$ cat config.mk
export PLATFORM = sky130hd
export DESIGN_NAME = ppac_top
export DESIGN_NICKNAME = d
export VERILOG_FILES = /design/src/hw/ppac_pkg.sv /design/src/hw/ppac_top.sv /design/src/hw/ppac_sync.sv /design/src/hw/ppac_flag.sv
export SDC_FILE = /design/constraint.sdc
export NUM_CORES = 1
export LEC_CHECK = 0
export BUFFER_PORTS_ARGS = -buffer_cell sky130_fd_sc_hd__buf_2
export CORE_ASPECT_RATIO = 1.2
export CORE_MARGIN = 2
export CORE_UTILIZATION = 50
export CTS_CLUSTER_SIZE = 40
export DETAILED_ROUTE_END_ITERATION = 10
export GPL_TIMING_DRIVEN = 0
export HOLD_SLACK_MARGIN = 0.08
export PLACE_DENSITY_LB_ADDON = 0.25
export SLEW_MARGIN = 20
export SYNTH_ARGS = -nofsm -noshare
export SYNTH_HDL_FRONTEND = slang
export SYNTH_SLANG_ARGS = --single-unit
$ cat constraint.sdc
create_clock -name CLOCK -period 2 [get_ports CLOCK]
set_input_delay 0.6 -clock CLOCK [delete_from_list [all_inputs] [get_ports CLOCK]]
set_output_delay 0.6 -clock CLOCK [all_outputs]
set_load 0.05 [all_outputs]
$ cat src/hw/ppac_pkg.sv
// Shared constants of the parallel port adapter controls
package ppac_pkg;
  localparam int DATA_W = 8;
  // Register select codes
  localparam logic [1:0] SEL_A_DATA = 2'h0;
  localparam logic [1:0] SEL_A_CTRL = 2'h1;
  localparam logic [1:0] SEL_B_DATA = 2'h2;
  // Control word bit positions
  localparam int CTL_IRQ_EN = 0;
  localparam int CTL_EDGE = 1;
  localparam int CTL_ACCESS = 2;
  localparam int CTL_SEC_EN = 3;
  localparam int CTL_SEC_EDGE = 4;
  localparam int CTL_SEC_OUT = 5;
  localparam int CTL_W = 6;
  localparam logic [7:0] REG_RESET = 8'h00;
  localparam logic [5:0] CTL_RESET = 6'h00;
  // Secondary line output modes, control bits 5..3
  localparam logic [2:0] SEC_HANDSHAKE = 3'h4;
  localparam logic [2:0] SEC_PULSE = 3'h5;
  localparam logic [2:0] SEC_LOW = 3'h6;
  localparam logic [2:0] SEC_HIGH = 3'h7;
  // Positions in the synchronised input vector
  localparam int SY_RSTN = 0;
  localparam int SY_E = 1;
  localparam int SY_RW = 2;
  localparam int SY_CS0 = 3;
  localparam int SY_CS1 = 4;
  localparam int SY_CS2N = 5;
  localparam int SY_RS = 6;
  localparam int SY_DATA = 8;
  localparam int SY_PA = 16;
  localparam int SY_PB = 24;
  localparam int SY_CTL = 32;
  localparam int SY_W = 36;
endpackage

$ cat src/hw/ppac_top.sv
// Register file, bus timing and control lines of the port adapter
`timescale 1ns/1ps

// Overview of operation
// - Select lines and access bit 2 choose data, direction or control.
// - Reset clears all registers; ports and secondary lines become inputs.
// - Direction bit 1 drives the matching port line, 0 leaves input.
// - Control bits 0-5 read/write; bits 6-7 read-only flags.
// - Control word: flags 7,6; secondary 5-3; access 2; primary 1-0.
// - Flags set only by active edges of input lines, never by writes.
// - Reading a section's data register clears both its flags.
// - Bit 0 lets the bit-7 flag pull the request low.
// - Bit 1 picks rising or falling edge for the primary input.
// - Pending bit-7 flag raises the request once bit 0 is written.
// - Bit 5 clear: secondary is input; bit 4 edge, bit 3 enable.
// - Pending bit-6 flag raises the request once bit 3 is written.
// - Mode 100: B line low after data write, high on flag set.
// - Mode 101: low after data write, high at the enable following a deselected one.
// - Mode 110: B secondary line held low.
// - Mode 111: B secondary line high; clearing bit 3 drives low.
// - Cleared flag rearms only after an enable with chip deselected.
// - Bit 5 set makes the secondary line an output.
module ppac_top (
  input wire logic CLOCK,
  input wire logic SRST,
  input wire logic RESET_N,
  input wire logic ENABLE,
  input wire logic RW,
  input wire logic SELECT_POS_FIRST,
  input wire logic SELECT_POS_SECOND,
  input wire logic SELECT_NEG_N,
  input wire logic REG_SELECT_LOW,
  input wire logic REG_SELECT_HIGH,
  input wire logic [7:0] DATA_IN,
  output logic [7:0] DATA_OUT,
  output logic DATA_OE,
  input wire logic [7:0] A_PORT_LINES_IN,
  output logic [7:0] A_PORT_LINES_OUT,
  output logic [7:0] A_PORT_LINES_OE,
  input wire logic [7:0] B_PORT_LINES_IN,
  output logic [7:0] B_PORT_LINES_OUT,
  output logic [7:0] B_PORT_LINES_OE,
  input wire logic A_PRIMARY_IRQ_INPUT,
  input wire logic B_PRIMARY_IRQ_INPUT,
  input wire logic A_SECONDARY_CTL_LINE_IN,
  output logic A_SECONDARY_CTL_LINE_OUT,
  output logic A_SECONDARY_CTL_LINE_OE,
  input wire logic B_SECONDARY_CTL_LINE_IN,
  output logic B_SECONDARY_CTL_LINE_OUT,
  output logic B_SECONDARY_CTL_LINE_OE,
  output logic A_IRQ_REQUEST_N,
  output logic B_IRQ_REQUEST_N
);
  logic [ppac_pkg::SY_W-1:0] async_in, f;
  logic clear, e_now, e_prev, next_e_prev, e_rise, e_fall;
  logic selected, rw, wr, rd, sec, sel_data, sel_dir, sel_ctl;
  logic [1:0] rs;
  logic [7:0] din, pins, rd_val;
  logic [7:0] port_data [2];
  logic [7:0] next_port_data [2];
  logic [7:0] port_dir [2];
  logic [7:0] next_port_dir [2];
  logic [ppac_pkg::CTL_W-1:0] ctl [2];
  logic [ppac_pkg::CTL_W-1:0] next_ctl [2];
  logic [7:0] data_out, next_data_out;
  logic data_oe, next_data_oe;
  logic [1:0] irq_n, next_irq_n, rd_clear;
  logic [3:0] flag, hit;
  logic pending, next_pending, desel_seen, next_desel_seen;
  logic b_sec, next_b_sec, b_sec_oe, next_b_sec_oe;
  logic a_sec, next_a_sec, a_sec_oe, next_a_sec_oe;

  // ----------------------------------------------------------------
  // Input synchronisation
  // ----------------------------------------------------------------
  assign async_in = {B_SECONDARY_CTL_LINE_IN, B_PRIMARY_IRQ_INPUT,
    A_SECONDARY_CTL_LINE_IN, A_PRIMARY_IRQ_INPUT, B_PORT_LINES_IN,
    A_PORT_LINES_IN, DATA_IN, REG_SELECT_HIGH, REG_SELECT_LOW,
    SELECT_NEG_N, SELECT_POS_SECOND, SELECT_POS_FIRST, RW, ENABLE,
    RESET_N};

  // Bus fields share one synchroniser so they stay aligned with enable
  ppac_sync #(.WIDTH(ppac_pkg::SY_W)) u_sync (
    .clock(CLOCK),
    .srst(SRST),
    .async_in(async_in),
    .filtered(f)
  );

  assign clear = SRST | ~f[ppac_pkg::SY_RSTN];
  assign e_now = f[ppac_pkg::SY_E];
  assign e_rise = e_now & ~e_prev;
  assign e_fall = ~e_now & e_prev;
  assign selected = f[ppac_pkg::SY_CS0] & f[ppac_pkg::SY_CS1] &
    ~f[ppac_pkg::SY_CS2N];
  assign rw = f[ppac_pkg::SY_RW];
  assign rs = f[ppac_pkg::SY_RS +: 2];
  assign din = f[ppac_pkg::SY_DATA +: 8];
  assign sec = rs[1];
  // Transfers take effect at the trailing edge of enable
  assign wr = e_fall & selected & ~rw;
  assign rd = e_fall & selected & rw;
  assign pins = sec ? f[ppac_pkg::SY_PB +: 8] : f[ppac_pkg::SY_PA +: 8];

  // ----------------------------------------------------------------
  // Address decode
  // ----------------------------------------------------------------
  // location select
  always_comb begin
    sel_data = 1'b0;
    sel_dir = 1'b0;
    sel_ctl = 1'b0;
    if (rs == ppac_pkg::SEL_A_DATA) begin
      sel_data = ctl[0][ppac_pkg::CTL_ACCESS];
      sel_dir = ~ctl[0][ppac_pkg::CTL_ACCESS];
    end else if (rs == ppac_pkg::SEL_A_CTRL) begin
      sel_ctl = 1'b1;
    end else if (rs == ppac_pkg::SEL_B_DATA) begin
      sel_data = ctl[1][ppac_pkg::CTL_ACCESS];
      sel_dir = ~ctl[1][ppac_pkg::CTL_ACCESS];
    end else begin
      sel_ctl = 1'b1;
    end
  end

  always_comb begin
    if (sel_ctl) begin
      rd_val = {flag[{sec, 1'b0}], flag[{sec, 1'b1}], ctl[sec]};
    end else if (sel_dir) begin
      rd_val = port_dir[sec];
    end else begin
      rd_val = (pins & ~port_dir[sec]) | (port_data[sec] & port_dir[sec]);
    end
  end

  assign rd_clear[0] = rd & sel_data & ~sec;
  assign rd_clear[1] = rd & sel_data & sec;

  // ----------------------------------------------------------------
  // Interrupt flags
  // ----------------------------------------------------------------
  // Order: A primary, A secondary, B primary, B secondary
  for (genvar i = 0; i < 4; i++) begin : g_flag
    localparam int S = i / 2;
    localparam bit PRIMARY = (i % 2) == 0;
    ppac_flag u_flag (
      .clock(CLOCK),
      .clear(clear),
      .strobe(e_fall),
      .level(f[ppac_pkg::SY_CTL + i]),
      .rise_active(PRIMARY ? ctl[S][ppac_pkg::CTL_EDGE] :
        ctl[S][ppac_pkg::CTL_SEC_EDGE]),
      .listen(PRIMARY ? 1'b1 : ~ctl[S][ppac_pkg::CTL_SEC_OUT]),
      .read_clear(rd_clear[S]),
      .deselect(~selected),
      .flag(flag[i]),
      .hit(hit[i])
    );
  end

  // ----------------------------------------------------------------
  // Registers and control lines
  // ----------------------------------------------------------------
  always_comb begin
    next_e_prev = e_now;
    next_port_data = port_data;
    next_port_dir = port_dir;
    next_ctl = ctl;
    next_pending = pending;
    next_desel_seen = desel_seen;
    next_b_sec = b_sec;
    if (wr) begin
      if (sel_ctl) begin
        next_ctl[sec] = din[ppac_pkg::CTL_W-1:0];
      end else if (sel_dir) begin
        next_port_dir[sec] = din;
      end else begin
        next_port_data[sec] = din;
      end
    end
    // Bus is driven only while enable is high on a selected read
    next_data_oe = e_now & selected & rw;
    next_data_out = next_data_oe ? rd_val : data_out;
    for (int s = 0; s < 2; s++) begin
      next_irq_n[s] = ~((flag[2*s] & ctl[s][ppac_pkg::CTL_IRQ_EN]) |
        (flag[2*s+1] & ctl[s][ppac_pkg::CTL_SEC_EN] &
        ~ctl[s][ppac_pkg::CTL_SEC_OUT]));
    end
    if (wr && sel_data && sec) begin
      next_pending = 1'b1;
    end else if (e_rise) begin
      next_pending = 1'b0;
    end
    if (e_fall) begin
      next_desel_seen = ~selected;
    end
    next_b_sec_oe = ctl[1][ppac_pkg::CTL_SEC_OUT];
    next_a_sec_oe = ctl[0][ppac_pkg::CTL_SEC_OUT];
    // A output modes are limited to the manual levels; others idle high
    next_a_sec = ctl[0][ppac_pkg::CTL_SEC_EDGE] ?
      ctl[0][ppac_pkg::CTL_SEC_EN] : 1'b1;
    case (ctl[1][ppac_pkg::CTL_SEC_OUT:ppac_pkg::CTL_SEC_EN])
      ppac_pkg::SEC_HANDSHAKE: begin
        if (e_rise && pending) begin
          next_b_sec = 1'b0;
        end else if (hit[2]) begin
          next_b_sec = 1'b1;
        end
      end
      ppac_pkg::SEC_PULSE: begin
        if (e_rise && pending) begin
          next_b_sec = 1'b0;
        end else if (e_rise && desel_seen) begin
          next_b_sec = 1'b1;
        end
      end
      ppac_pkg::SEC_LOW: begin
        next_b_sec = 1'b0;
      end
      ppac_pkg::SEC_HIGH: begin
        next_b_sec = 1'b1;
      end
      default: begin
        next_b_sec = b_sec;
      end
    endcase
  end

  always_ff @(posedge CLOCK) begin
    if (clear) begin
      e_prev <= 1'b0;
      port_data <= '{ppac_pkg::REG_RESET, ppac_pkg::REG_RESET};
      port_dir <= '{ppac_pkg::REG_RESET, ppac_pkg::REG_RESET};
      ctl <= '{ppac_pkg::CTL_RESET, ppac_pkg::CTL_RESET};
      data_out <= ppac_pkg::REG_RESET;
      data_oe <= 1'b0;
      irq_n <= 2'h3;
      pending <= 1'b0;
      desel_seen <= 1'b0;
      b_sec <= 1'b0;
      b_sec_oe <= 1'b0;
      a_sec <= 1'b0;
      a_sec_oe <= 1'b0;
    end else begin
      e_prev <= next_e_prev;
      port_data <= next_port_data;
      port_dir <= next_port_dir;
      ctl <= next_ctl;
      data_out <= next_data_out;
      data_oe <= next_data_oe;
      irq_n <= next_irq_n;
      pending <= next_pending;
      desel_seen <= next_desel_seen;
      b_sec <= next_b_sec;
      b_sec_oe <= next_b_sec_oe;
      a_sec <= next_a_sec;
      a_sec_oe <= next_a_sec_oe;
    end
  end

  assign DATA_OUT = data_out;
  assign DATA_OE = data_oe;
  assign A_PORT_LINES_OUT = port_data[0];
  assign A_PORT_LINES_OE = port_dir[0];
  assign B_PORT_LINES_OUT = port_data[1];
  assign B_PORT_LINES_OE = port_dir[1];
  assign A_SECONDARY_CTL_LINE_OUT = a_sec;
  assign A_SECONDARY_CTL_LINE_OE = a_sec_oe;
  assign B_SECONDARY_CTL_LINE_OUT = b_sec;
  assign B_SECONDARY_CTL_LINE_OE = b_sec_oe;
  assign A_IRQ_REQUEST_N = irq_n[0];
  assign B_IRQ_REQUEST_N = irq_n[1];
endmodule // ppac_top

$ cat src/hw/ppac_sync.sv
// Three-stage synchroniser with agreement filter
`timescale 1ns/1ps
module ppac_sync #(
  parameter int WIDTH = 1
) (
  input wire logic clock,
  input wire logic srst,
  input wire logic [WIDTH-1:0] async_in,
  output logic [WIDTH-1:0] filtered
);
  logic [WIDTH-1:0] s1, s2, s3, next_filtered;

  if (WIDTH < 1) begin : bad_width
    $error("ppac_sync needs WIDTH of at least one");
  end

  // A change counts only once stages two and three agree
  always_comb begin
    next_filtered = (filtered & (s2 ^ s3)) | (s3 & ~(s2 ^ s3));
  end

  always_ff @(posedge clock) begin
    if (srst) begin
      s1 <= '0;
      s2 <= '0;
      s3 <= '0;
      filtered <= '0;
    end else begin
      s1 <= async_in;
      s2 <= s1;
      s3 <= s2;
      filtered <= next_filtered;
    end
  end
endmodule // ppac_sync

$ cat src/hw/ppac_flag.sv
// Edge-sensed interrupt flag of one control line
`timescale 1ns/1ps
module ppac_flag (
  input wire logic clock,
  input wire logic clear,
  input wire logic strobe,
  input wire logic level,
  input wire logic rise_active,
  input wire logic listen,
  input wire logic read_clear,
  input wire logic deselect,
  output logic flag,
  output logic hit
);
  logic last, armed, next_last, next_flag, next_armed;

  always_comb begin
    next_last = strobe ? level : last;
    hit = strobe & listen & armed &
      (rise_active ? (level & ~last) : (~level & last));
    next_flag = hit | (flag & ~read_clear);
    next_armed = armed;
    if (read_clear && !hit) begin
      next_armed = 1'b0;
    end else if (strobe && deselect) begin
      next_armed = 1'b1;
    end
  end

  always_ff @(posedge clock) begin
    if (clear) begin
      last <= 1'b0;
      flag <= 1'b0;
      armed <= 1'b0;
    end else begin
      last <= next_last;
      flag <= next_flag;
      armed <= next_armed;
    end
  end
endmodule // ppac_flag

==> results.json <==
{
  "ant_nets": 0,
  "dr.pass1.iters": 5,
  "area_growth_pct": 17.4,
  "utilization": 0.604,
  "yosysWarnings": 0,
  "yosys.area.top_type_share": 0.589,
  "grt_max_degree": 15,
  "power.density_nw_per_um2": 958,
  "max_freq_mhz": 520,
  "slew_headroom": 0.604,
  "maxSlewViolCount": 0,
  "slowest_delay_ps": 400,
  "gp_congestion": 0.904,
  "die_x_um": 115,
  "io_pins": 85,
  "grt_first_pass_wirelength_um": 25900,
  "track_usage": 0.208,
  "drt-total-wl_um": 16400,
  "clock_latency_ps": 490,
  "final_cell_area_um2": 8700,
  "synth_area_um2": 7410,
  "clk_path_buf_depth": 3,
  "skew_ps": 7.56,
  "cp_cell_sequence": "buf_6 -> buf_2 -> mux2i_1 -> nor2_1 -> o32a_1 -> a32o_1",
  "synthCells": 751,
  "fin_ws_ps": 78.7,
  "coreArea_um2": 14400,
  "clkSinkCount": 218,
  "start_kind": "flop",
  "clockRootBuffer": "clkbuf_16",
  "die_area_um2": 15800,
  "first_global_vias": 5218,
  "power.total_uw": 8340,
  "layout_commonest_cell": "dfxtp_1",
  "synth-edff-count": 0,
  "rows": 48,
  "vias": 5531,
  "syn_nets": 789,
  "leakage_uw": 0.00325,
  "yosysUniqueCellTypes": 38,
  "layout_common_cells": "dfxtp_1 (218), nor2b_1 (112), buf_2 (92)",
  "cts_tree": "built",
  "setup_viol": 0,
  "drc_errors": 0,
  "path_clk_slew_ps": 60,
  "grt_overflow": 0,
  "hold_viol": 0,
  "cts_hold_buf": 0,
  "die_h_um": 137,
  "routedWlPerCell_um": 15.7,
  "initial_core_util": 0.514,
  "place.port_buffers": 84,
  "tightest_slew_ps": 594,
  "avgSynthCellArea_um2": 9.87,
  "tns_ps": 0,
  "placed_area_um2": 8050,
  "status": "finished clean",
  "antenna_found_initial": 0,
  "ys_seq_area_frac": 0.589,
  "final_nets": 896,
  "h-tree-depth": 1,
  "crit_fanout": 10,
  "post-route-period-util": 0.961,
  "cp.required_ps": 2380,
  "synth-seq-cells": 218,
  "cap_violations": 0,
  "end_kind": "flop",
  "ir_drop_uv": 530,
  "hp-class": "primary input to flop",
  "fillers": 1262,
  "cp.arrival_ps": 2300,
  "synth-main-ff-cell": "dfxtp_1",
  "synth.area.top_cells": "dfxtp_1 (59%), nor2b_1 (9.5%), mux2i_1 (4.5%)",
  "post-place-ws_ps": -352,
  "drive_above_1_share": 0.154,
  "cts_buffers": 21,
  "via_per_inst": 5.30,
  "dpl.hpwl_um": 11900,
  "antenna_cells": 0,
  "synth_top_cell_by_area": "dfxtp_1",
  "async_flop_share": 0,
  "crit_slowest_cell": "o32a_1",
  "fin_crit_ps": 1920,
  "drt_iter0_drc": 374,
  "path_class": "flop to flop"
}
==> cells in the mapped netlist (all sizes together), types with 3 or more instances <==
master,count
a32o,7
a31oi,9
buf,14
nor2b,112
nor2,32
mux2,7
and2,4
mux2i,34
nand3,30
o21ai,72
nor3b,10
clkbuf,27
nand2,72
dfxtp,218
inv,11
a21oi,53
nand2b,7
nand3b,4
and3b,3
o32a,7
and3,3
==> path summary, 6_finish.rpt <==
check	from	endpoint	slack [ps]	cells past startpoint
worst max register to register	flop	DATA_OUT[5]$_SDFFE_PP0P_	80	6
worst max-delay path	flop	DATA_OUT[5]$_SDFFE_PP0P_	80	6
worst min register to register	u_sync.s1[29]$_SDFF_PP0_	u_sync.s2[29]$_SDFF_PP0_	430	1
worst min-delay path	A_PRIMARY_IRQ_INPUT	u_sync.s1[32]$_SDFF_PP0_	320	2
==> repair_timing <==
action	in CTS	in global routing
endpoints found under the setup margin	0	10
setup buffers	0	0
resized for setup	0	3
==> stage by stage <==
stage	instances	hold slack (ps)
after floorplan	751	414
after global placement	1010	418
after detailed placement	1010	420
after CTS	1044	303
after global routing	1044	308
final	1044	319
==> area by class of cell <==
type / instances / area, µm² / area share
repair buffers: 84 / 420 / 0.0483
clock inverters: 5 / 56.3 / 0.00647
plain buffers: 41 / 176 / 0.0203
clock buffers: 29 / 586 / 0.0673
well taps: 175 / 219 / 0.0252
inverters: 11 / 41.3 / 0.00474
multi-input cells: 481 / 2840 / 0.326
flip-flops and latches: 218 / 4360 / 0.502
==> cells by family after synthesis <==
group	share of synthesized area
multiplexers	0.0571
AO/OA/AOI/OAI	0.116
flip-flops	0.589
buffers and inverters	0.0292
AND/OR/NAND/NOR	0.209
==> worst max-delay path, delay by kind of cell (launching register included) <==
family	cells	cell delay [ps]
buffers and inverters	2	450
and+or+nand+nor	1	90
AOI/OAI and AO/OA	2	660
muxes	1	280
DFF	1	320
==> routing by layer <==
layer | wire [µm] | up-vias | GRT usage
li1 | - | 2758 | -
met1 | 6970 | 2536 | 0.248
met2 | 7890 | 191 | 0.362
met3 | 846 | 46 | 0.0326
met4 | 706 | 0 | 0.103
met5 | 0 | - | 0
==> power breakdown <==
group	internal (µW)	leakage, µW	total (µW)	switching, µW
combinational	81.1	0.00116	163	81.9
sequential	4430	0.00177	4470	37.1
clock	2170	0.000318	3710	1530
Note: power is estimated with default switching activity, not from simulation.
